<file path="config.mk">
export PLATFORM = sky130hd
export DESIGN_NAME = ccp_time_base_control
export DESIGN_NICKNAME = d
export VERILOG_FILES = /design/src/rtl/ccp_tb_pkg.sv /design/src/rtl/tick_if.sv /design/src/rtl/edge_sync.sv /design/src/rtl/sync_mux.sv /design/src/rtl/ccp_time_base_control.sv
export VERILOG_INCLUDE_DIRS = /design/src /design/src/rtl
export SDC_FILE = /design/constraint.sdc
export NUM_CORES = 1
export LEC_CHECK = 0
export BUFFER_PORTS_ARGS = -buffer_cell sky130_fd_sc_hd__buf_4
export CAP_MARGIN = 5
export CELL_PAD_IN_SITES_DETAIL_PLACEMENT = 2
export CELL_PAD_IN_SITES_GLOBAL_PLACEMENT = 2
export CORE_MARGIN = 8
export CORE_UTILIZATION = 32
export CTS_BUF_LIST = sky130_fd_sc_hd__clkbuf_4 sky130_fd_sc_hd__clkbuf_8
export DETAILED_ROUTE_END_ITERATION = 6
export PLACE_DENSITY_LB_ADDON = 0.1
export SYNTH_ARGS = -nofsm -noshare
export SYNTH_HDL_FRONTEND = slang
export SYNTH_HIERARCHICAL = 1
export SYNTH_SLANG_ARGS = --single-unit
</file>
<file path="constraint.sdc">
create_clock -name core_clk -period 2.7 [get_ports core_clk]
set_input_delay 0.54 -clock core_clk [delete_from_list [all_inputs] [get_ports core_clk]]
set_output_delay 0.54 -clock core_clk [all_outputs]
set_load 0.03 [all_outputs]
</file>
<file path="src/rtl/ccp_tb_params.svh">
// Offsets, field positions, reset values and counts of the time-base control block.
// Assumes inclusion by bare name; definitions only.
`ifndef CCP_TB_PARAMS_SVH
`define CCP_TB_PARAMS_SVH

`define CCON1_ADDR        12'h000
`define CPERIOD_ADDR      12'h004
`define CSTATUS_ADDR      12'h008
`define CCON1_WMASK       32'h001FBF0F
`define CPERIOD_RST       16'hFFFF
`define COUNT_WRAP        16'hFFFF
`define ON_BIT            15
`define IDLE_STOP_BIT     13
`define SLEEP_RUN_BIT     12
`define RESYNC_BIT        11
`define CLKSEL_LSB        8
`define SYNC_LSB          16
`define SYNC_FREE         5'h1F
`define SYNC_NONE         5'h00
`define SYNC_SELF         5'h01
`define SYNC_PEER1        5'h02
`define SYNC_PEER3        5'h04
`define SYNC_EXTERNAL_INTERRUPT_PIN_ZERO         5'h09
`define SYNC_EXTERNAL_INTERRUPT_PIN_FOUR         5'h0D
`define SYNC_LC1          5'h10
`define SYNC_LC2          5'h11
`define SYNC_CMP1         5'h18
`define SYNC_CMP2         5'h19
`define SYNC_ADC          5'h1B
`define MODE_CAPTURE_MIN  4'h8

`endif

</file>
<file path="src/rtl/ccp_tb_pkg.sv">
// Types shared by the time-base control block and its helpers.
// Assumes ccp_tb_params.svh is compiled alongside.
package ccp_tb_pkg;
  typedef enum logic [2:0] {
    clk_sys  = 3'h0,
    clk_ref  = 3'h1,
    clk_secondary_oscillator = 3'h2,
    clk_lc   = 3'h3,
    clk_pinb = 3'h6,
    clk_pina = 3'h7
  } clk_sel_t;

  typedef enum logic [1:0] {
    st_off  = 2'b00,
    st_run  = 2'b01,
    st_hold = 2'b11
  } run_state_t;
endpackage : ccp_tb_pkg

</file>
<file path="src/rtl/tick_if.sv">
// Carries the edge-detected tick of a selected source between modules.
// Assumes one clock domain, core_clk.
interface tick_if;
  logic raw;
  logic tick;
  modport src (input raw, output tick);
  modport dst (output raw, input tick);
endinterface : tick_if

</file>
<file path="src/rtl/edge_sync.sv">
// Two-flop synchroniser followed by a rising-edge detector.
// Assumes raw is asynchronous to core_clk.
module edge_sync (
  input  wire logic core_clk,
  input  wire logic rst,
  tick_if.src       port_s
);
  typedef struct packed {
    logic meta;
    logic sync;
    logic last;
    logic tick;
  } es_state_t;

  es_state_t st_ff;
  es_state_t nxt_st;

  always_comb begin
    nxt_st      = st_ff;
    nxt_st.meta = port_s.raw;
    nxt_st.sync = st_ff.meta;
    nxt_st.last = st_ff.sync;
    nxt_st.tick = st_ff.sync & ~st_ff.last;
  end

  always_ff @(posedge core_clk) begin
    if (rst) begin
      st_ff <= '0;
    end else begin
      st_ff <= nxt_st;
    end
  end

  assign port_s.tick = st_ff.tick;
endmodule : edge_sync

</file>
<file path="src/rtl/sync_mux.sv">
// Picks the sync event for the five-bit source code.
// Assumes all inputs are already single-cycle ticks on core_clk.
`include "ccp_tb_params.svh"
module sync_mux (
  input  wire logic [4:0] code,
  input  wire logic       self_evt,
  input  wire logic [2:0] peer_evt,
  input  wire logic [4:0] int_evt,
  input  wire logic [1:0] lc_evt,
  input  wire logic [1:0] cmp_evt,
  input  wire logic       adc_evt,
  output logic            evt
);
  always_comb begin
    evt = 1'b0;
    if (code == `SYNC_SELF) begin
      evt = self_evt;
    end else if (code >= `SYNC_PEER1 && code <= `SYNC_PEER3) begin
      evt = peer_evt[2'(code - `SYNC_PEER1)];
    end else if (code >= `SYNC_EXTERNAL_INTERRUPT_PIN_ZERO && code <= `SYNC_EXTERNAL_INTERRUPT_PIN_FOUR) begin
      evt = int_evt[3'(code - `SYNC_EXTERNAL_INTERRUPT_PIN_ZERO)];
    end else if (code == `SYNC_LC1) begin
      evt = lc_evt[0];
    end else if (code == `SYNC_LC2) begin
      evt = lc_evt[1];
    end else if (code == `SYNC_CMP1) begin
      evt = cmp_evt[0];
    end else if (code == `SYNC_CMP2) begin
      evt = cmp_evt[1];
    end else if (code == `SYNC_ADC) begin
      evt = adc_evt;
    end
  end
endmodule : sync_mux

</file>
<file path="src/rtl/ccp_time_base_control.sv">
// Time-base control of a capture/compare/PWM module with an APB register port.
// Assumes a 20 MHz core_clk; clock pins and sync sources may be asynchronous.
//
// Register access over APB and the register offsets were decided locally.
`include "ccp_tb_params.svh"
module ccp_time_base_control (
  input  wire logic        core_clk,
  input  wire logic        rst,
  input  wire logic        psel,
  input  wire logic        penable,
  input  wire logic        pwrite,
  input  wire logic [11:0] paddr,
  input  wire logic [31:0] pwdata,
  input  wire logic [3:0]  pstrb,
  output logic [31:0]      prdata,
  output logic             pready,
  output logic             pslverr,
  input  wire logic        idle_mode,
  input  wire logic        sleep_mode,
  input  wire logic        reference_clock_output,
  input  wire logic        secondary_oscillator,
  input  wire logic        logic_cell_one,
  input  wire logic        time_base_clock_pin_a,
  input  wire logic        time_base_clock_pin_b,
  input  wire logic [2:0]  peer_sync,
  input  wire logic [4:0]  ext_int_pin,
  input  wire logic [1:0]  logic_cell_sync,
  input  wire logic [1:0]  comparator_sync,
  input  wire logic        adc_start,
  output logic [15:0]      time_base_count,
  output logic             period_event,
  output logic             module_active
);
  typedef struct packed {
    logic [31:0]             con1;
    logic [15:0]             period;
    logic [15:0]             count;
    ccp_tb_pkg::run_state_t  run;
    logic                    pevt;
    logic [31:0]             rdata;
    logic                    ready;
    logic                    err;
    logic                    resync_tick;
    logic                    mod_act;
  } top_state_t;

  top_state_t st_ff;
  top_state_t nxt_st;

  // External clock and sync sources each get a synchroniser and edge detector.
  localparam int N_SRC = 18;
  logic [N_SRC-1:0] src_raw;
  logic [N_SRC-1:0] src_tick;

  assign src_raw = {adc_start, comparator_sync, logic_cell_sync, ext_int_pin, peer_sync,
                    time_base_clock_pin_a, time_base_clock_pin_b, logic_cell_one,
                    secondary_oscillator, reference_clock_output};

  genvar gi;
  generate
    for (gi = 0; gi < N_SRC; gi++) begin : g_src
      tick_if t_if ();
      assign t_if.raw      = src_raw[gi];
      assign src_tick[gi]  = t_if.tick;
      edge_sync u_es (
        .core_clk (core_clk),
        .rst      (rst),
        .port_s   (t_if.src)
      );
    end
  endgenerate

  logic       sync_evt;
  logic [4:0] sync_code;
  assign sync_code = st_ff.con1[`SYNC_LSB +: 5];

  sync_mux u_mux (
    .code     (sync_code),
    .self_evt (st_ff.pevt),
    .peer_evt (src_tick[7:5]),
    .int_evt  (src_tick[12:8]),
    .lc_evt   (src_tick[14:13]),
    .cmp_evt  (src_tick[16:15]),
    .adc_evt  (src_tick[N_SRC-1]),
    .evt      (sync_evt)
  );

  logic                   apb_wr;
  logic                   apb_rd;
  logic                   sel_con1;
  logic                   sel_per;
  logic                   sel_stat;
  logic                   cap_mode;
  logic                   enabled;
  logic                   halted;
  logic                   clk_tick;
  logic                   raw_tick;
  logic                   wrap_hit;
  logic [31:0]            wmask;
  ccp_tb_pkg::clk_sel_t   csel;

  always_comb begin
    apb_wr   = psel & penable & pwrite & ~st_ff.ready;
    apb_rd   = psel & penable & ~pwrite & ~st_ff.ready;
    sel_con1 = (paddr == `CCON1_ADDR);
    sel_per  = (paddr == `CPERIOD_ADDR);
    sel_stat = (paddr == `CSTATUS_ADDR);
    wmask    = {{8{pstrb[3]}}, {8{pstrb[2]}}, {8{pstrb[1]}}, {8{pstrb[0]}}};
    // Capture modes own the time base themselves, so enable is ignored there.
    cap_mode = (st_ff.con1[3:0] >= `MODE_CAPTURE_MIN);
    enabled  = st_ff.con1[`ON_BIT] & ~cap_mode;
    halted   = (idle_mode & st_ff.con1[`IDLE_STOP_BIT])
             | (sleep_mode & ~st_ff.con1[`SLEEP_RUN_BIT]);
    csel     = ccp_tb_pkg::clk_sel_t'(st_ff.con1[`CLKSEL_LSB +: 3]);
    case (csel)
      ccp_tb_pkg::clk_sys:  raw_tick = 1'b1;
      ccp_tb_pkg::clk_ref:  raw_tick = src_tick[0];
      ccp_tb_pkg::clk_secondary_oscillator: raw_tick = src_tick[1];
      ccp_tb_pkg::clk_lc:   raw_tick = src_tick[2];
      ccp_tb_pkg::clk_pinb: raw_tick = src_tick[3];
      ccp_tb_pkg::clk_pina: raw_tick = src_tick[4];
      default:              raw_tick = 1'b0;
    endcase
    // Resync retimes an external tick through one more system-clock flop:
    // no edge is lost, the cost being one cycle of latency.
    if (st_ff.con1[`RESYNC_BIT] && csel != ccp_tb_pkg::clk_sys) begin
      clk_tick = st_ff.resync_tick;
    end else begin
      clk_tick = raw_tick;
    end
    if (sync_code == `SYNC_FREE) begin
      wrap_hit = (st_ff.count == `COUNT_WRAP);
    end else begin
      wrap_hit = (st_ff.count == `COUNT_WRAP) || (st_ff.count == st_ff.period);
    end
  end

  always_comb begin
    nxt_st         = st_ff;
    nxt_st.pevt    = 1'b0;
    nxt_st.ready   = 1'b0;
    nxt_st.err     = 1'b0;
    nxt_st.resync_tick = raw_tick;

    case (st_ff.run)
      ccp_tb_pkg::st_off: begin
        nxt_st.count = 16'h0000;
        if (enabled) begin
          nxt_st.run = ccp_tb_pkg::st_run;
        end
      end
      ccp_tb_pkg::st_run: begin
        if (!enabled) begin
          nxt_st.run = ccp_tb_pkg::st_off;
        end else if (halted) begin
          nxt_st.run = ccp_tb_pkg::st_hold;
        end else if (sync_evt && sync_code != `SYNC_FREE) begin
          nxt_st.count = 16'h0000;
        end else if (clk_tick) begin
          if (wrap_hit) begin
            nxt_st.count = 16'h0000;
            nxt_st.pevt  = 1'b1;
          end else begin
            nxt_st.count = 16'(st_ff.count + 16'h0001);
          end
        end
      end
      ccp_tb_pkg::st_hold: begin
        if (!enabled) begin
          nxt_st.run = ccp_tb_pkg::st_off;
        end else if (!halted) begin
          nxt_st.run = ccp_tb_pkg::st_run;
        end
      end
      default: nxt_st.run = ccp_tb_pkg::st_off;
    endcase
    nxt_st.mod_act = (nxt_st.run == ccp_tb_pkg::st_run);

    if (apb_wr || apb_rd) begin
      nxt_st.ready = 1'b1;
      nxt_st.rdata = 32'h0000_0000;
      if (sel_con1) begin
        if (apb_wr) begin
          nxt_st.con1 = (st_ff.con1 & ~(wmask & `CCON1_WMASK)) | (pwdata & wmask & `CCON1_WMASK);
        end
        nxt_st.rdata = st_ff.con1;
      end else if (sel_per) begin
        if (apb_wr) begin
          if (pstrb[0]) nxt_st.period[7:0]  = pwdata[7:0];
          if (pstrb[1]) nxt_st.period[15:8] = pwdata[15:8];
        end
        nxt_st.rdata = {16'h0000, st_ff.period};
      end else if (sel_stat) begin
        nxt_st.err   = apb_wr;
        nxt_st.rdata = {13'h0000, st_ff.mod_act, st_ff.run, st_ff.count};
      end else begin
        nxt_st.err = 1'b1;
      end
    end
  end

  always_ff @(posedge core_clk) begin
    if (rst) begin
      st_ff        <= '0;
      st_ff.period <= `CPERIOD_RST;
      st_ff.run    <= ccp_tb_pkg::st_off;
    end else begin
      st_ff <= nxt_st;
    end
  end

  assign prdata          = st_ff.rdata;
  assign pready          = st_ff.ready;
  assign pslverr         = st_ff.err;
  assign time_base_count = st_ff.count;
  assign period_event    = st_ff.pevt;
  assign module_active   = st_ff.mod_act;
endmodule : ccp_time_base_control

</file>
# [Word level (Yosys, flattened, before mapping)]
# Cells that the tools add are included.
[totals] ff_bits=175 inputBits=73 output_inout_bits=52 wordCells=226
[classes] n_addsub=3 order_cmp=7 eq_ne=23 n_mux=35 bitwise_logic=58 reduce_logical=17
[ops] op="16-bit 2-to-1 mux" count=5
[ops] op="19-bit 2-to-1 mux" count=2
[ops] op="32-bit AND" count=1
[ops] op="32-bit 2-to-1 mux" count=1
[ops] op="21-bit NOT with 32-bit output" count=1
[ops] op="32-bit by 21-bit bitwise OR with 32-bit output" count=1
[ops] op="16-bit one-hot mux with 2 select lines" count=1
[ops] op="5-bit equality test (second input constant)" count=6
[ops] op="1-bit NOT" count=27
[ops] op="1-bit AND" count=26
[ops] op="21-bit AND" count=1
[ops] op="16-bit by 1-bit adder with 16-bit output (second input constant)" count=1
[ops] op="16-bit equality test" count=1
[ops] op="16-bit equality test (second input constant)" count=1
[ops] op="1-bit 2-to-1 mux" count=16
[ops] op="12-bit by 3-bit equality test with 1-bit output (second input constant)" count=1
[ops] op="12-bit by 4-bit equality test with 1-bit output (second input constant)" count=1
[ops] op="12-bit zero test" count=1
[ops] op="2-bit 2-to-1 mux" count=6
[ops] op="5-bit AND reduction" count=2
[ops] op="3-bit by 2-bit equality test with 1-bit output (second input constant)" count=2
[ops] op="3-bit equality test (second input constant)" count=2
[ops] op="1-bit one-hot mux with 6 select lines" count=1
[ops] op="2-bit one-hot mux with 3 select lines" count=1
[ops] op="29 further kinds" count=35

# [Depth between registers and ports, before layout]
[logic_depth] ltp_word=14 depth_mapped=12

# [By module]
# Netlist, hierarchy kept.
[by_module_without_submodules] module="ccp_time_base_control" instances=1 cells_per_inst=511 area_each_um2=4396.7
[by_module_without_submodules] module="edge_sync" instances=18 cells_per_inst=8 area_each_um2=111.4
[by_module_without_submodules] module="sync_mux" instances=1 cells_per_inst=30 area_each_um2=251.5

# [Least setup slack after synthesis]
# Ideal clock, no wire load.
[synth_timing] path_type="register -> register" startpoint="register (tool-made name)" endpoint="register st_ff, in the netlist time_base_count[6]" t_arrival_ps=2808 slack_ps=-179 stages_incl_launch_ff=13 path_buffers=1 synth_period_minus_slack_ps=2879 path_cell_list="dfxtp_1 > inv_1 > ha_1 > mux4_2 > mux2_4 > o2111ai_2 > o311ai_1 > o32ai_2 > nand3_1 > a31oi_2 > buf_4 > nand4b_1 > a21oi_1"
[synth_lines] item="to (signal assigned)" line_no="ccp_time_base_control.sv:208" rtl="st_ff <= nxt_st;"
[synth_lines] item="to (decl)" line_no="ccp_time_base_control.sv:47" rtl="top_state_t st_ff;"

==> flow_metrics.tcl <==
set metrics [dict create \
    status "complete, but fails checks" \
    violations "negative setup slack" \
    layout.nets 866 \
    hold_path_class "in2reg" \
    pwr-share-clk_pct 40.1 \
    drive_above_1_share_pct 33.9 \
    die_h_um 160 \
    num-fill-cells 2205 \
    portBuffers 101 \
    gr-usage-all-layers_pct 15.7 \
    place_area_mm2 0.00765 \
    reg2reg_depth 12 \
    p_sw_mw 1.06 \
    synth.area.top_cells "dfxtp_1 (45%), nor2b_1 (8.1%), buf_4 (5.8%)" \
    slew_viol_final 0 \
    path_delay_family "compound AO/OA/AOI/OAI gates" \
    post-synth-top-area-cell "dfxtp_1" \
    vias 5350 \
    rows 52 \
    cts_buffers 17 \
    firstDrtPassIters 4 \
    die_w_um 160 \
    synth-async-reset-ratio_pct 0 \
    diodes 0 \
    avgSynthCellArea_um2 9.71 \
    grt_max_degree 56 \
    r2r_end "time_base_count[6]" \
    vdd_drop_max_mv 0.308 \
    cts_tree "yes" \
    layout_setup_ws_ps -51.8 \
    pwr-share-seq_pct 54.1 \
    synth_area_mm2 0.00665 \
    critPathKind "reg2reg" \
    whs_endpoint "g_src[17].u_es/nxt_st[2]" \
    avgRoutedWirePerCell_um 19.1 \
    path_cells "buf_6 -> mux4_2 -> mux2_4 -> o2111ai_4 -> o311ai_4 -> o32ai_2 -> nand3_2 -> a31oi_4 -> buf_12 -> buf_4 -> nand4b_1 -> a21oi_1" \
    synth_top_area_share_pct 44.5 \
    fp.dieArea_mm2 0.0257 \
    end_kind "flop" \
    boundaryPins 125 \
    core_mm2 0.0203 \
    clk_root_buffer_cell "clkbuf_8" \
    stdcell_area_mm2 0.00832 \
    viasPerCell 5.00 \
    crit_buf_inv 3 \
    max_cap_violations 0 \
    rrSetupSlack_ps -50 \
    fmax_ghz 0.363 \
    dp_slack_ps -167 \
    h-tree-depth 4 \
    skew_ps 12.6 \
    globalplace.congestion 0.789 \
    clk-insertion-delay-late_ps 460 \
    synth_edf_count 0 \
    maxSlewHeadroom_pct 43.9 \
    p_int_mw 3.07 \
    crit_fanout 5 \
    hold_buffers 0 \
    synth_seq_cells 148 \
    setup_violations 9 \
    initial_core_util_pct 32.8 \
    synth_cell_type_count 67 \
    ant_nets 0 \
    worst_pin_slew_ps 820 \
    finalCriticalPeriod_ps 2750 \
    routed_wl_um 20500 \
    drc 0 \
    crit_arrival_ps 3140 \
    post-dp-hpwl_um 14700 \
    comb_power_share_pct 5.8 \
    power_density_mw_per_mm2 496 \
    rsz0062_at_grt "true" \
    clock_sinks 148 \
    worstSetupStartpointType "flop" \
    min_path_cells 2 \
    swShare_pct 25.6 \
    cts_buffer_depth 2 \
    yosysMostFrequentCell "dfxtp_1" \
    synth_ff_type "dfxtp_1" \
    period_share_pct 102 \
    critPathSlowestCell "mux4_2" \
    drt_iter0_markers 83 \
    yosys_warnings 6 \
    critical_path_required_ps 3090 \
    grt_pass1_vias 6008 \
    p_leak_nw 3.12 \
    report.final.hold_viol_count 0 \
    grt_overflow 0 \
    area_growth_pct 25.0 \
    grt_pass1_wl_um 32100 \
    synth_cells 685 \
    worstHoldStart "adc_start" \
    ys_top_cells_by_count "dfxtp_1 (148), nor2b_1 (86), buf_4 (51)" \
    antenna_found_initial 0 \
    cpPeakStageDelay_ps 470 \
    ys_seq_area_share_pct 44.5 \
    clk_pin_slew_ps 90 \
]
## routing by layer
metal  global-route usage (%)  share of wire, %
met5                        0                 0
met4                     5.82               1.9
met3                     3.80               2.9
met2                     29.8                55
met1                     16.3                40
## placed cells by master, fill, tap and decap left out, types with 11 or more instances in the layout
| cell type | count |
|---|---|
| mux2i_1 | 16 |
| nor2_1 | 49 |
| nor3_1 | 18 |
| nand3_1 | 14 |
| nand2_1 | 25 |
| nor3b_2 | 18 |
| nand2b_1 | 14 |
| xnor2_1 | 18 |
| buf_4 | 146 |
| nor2b_1 | 86 |
| clkbuf_8 | 17 |
| dfxtp_1 | 146 |
| a2111oi_0 | 11 |
| a21oi_1 | 30 |
| a211o_1 | 16 |
| conb_1 | 11 |
## how the worst max path moves through the flow
stage	endpoint	slack, ps	cells past startpoint
after floorplan	time_base_count[6]	3	12
after global placement	time_base_count[15]	-110	13
after detailed placement	time_base_count[15]	-170	13
after CTS	time_base_count[15]	-140	13
after global routing	time_base_count[15]	-160	12
final	time_base_count[6]	-50	12
## through the flow
stage	power (mW)	hold slack [ps]	TNS (ps)	util (%)	std cells
2_1_floorplan	2.40	387	0	-	695
3_3_place_gp	2.52	394	-770	37.7	1030
3_5_place_dp	2.53	397	-1710	37.7	1030
4_1_cts	4.20	241	-1740	40.0	1065
5_1_grt	4.30	255	-1830	41.0	1070
6_report	4.13	279	-231	41.0	1070
## kinds of logic (layout without fill, tap and decap cells)
| family | Yosys count | count (layout) | share of synthesized area, % |
|---|---|---|---|
| and+or+nand+nor | 281 | 281 | 26.7 |
| DFF | 148 | 148 | 44.5 |
| AOI/OAI and AO/OA | 122 | 123 | 13.7 |
| xor gates and xnor gates | 18 | 18 | 2.37 |
| other | 1 | 11 | 0.0564 |
| adders and majority gates | 5 | 5 | 0.940 |
| buffers and inverters | 91 | 195 | 8.52 |
| muxes | 19 | 19 | 3.14 |
## power by group through the flow
stage	sequential (mW)	clock [mW]	combinational, mW
final	2.23	1.65	0.241
after global routing	2.24	1.80	0.263
after CTS	2.23	1.73	0.243
after detailed placement	2.29	0	0.242
after global placement	2.29	0	0.236
after floorplan	2.28	0	0.119
## area by class of cell
class	count	area, um2	area share (%)
Clock inverter	13	124	1.49
Clock buffer	18	241	2.90
Sequential cell	148	2970	35.7
Multi-Input combinational cell	457	3380	40.6
Timing Repair Buffer	156	1230	14.8
Tap cell	270	338	4.06
Inverter	8	32.5	0.391
## timing repair
item                       4_1_cts  5_1_grt
buffers inserted                 4        6
setup endpoints to repair       16       16
gates resized for setup         12       42
hold endpoints to repair         0        0
cloned                           1        1
pin swaps                       19       12
No activity file was read; power rests on OpenSTA's default activity.
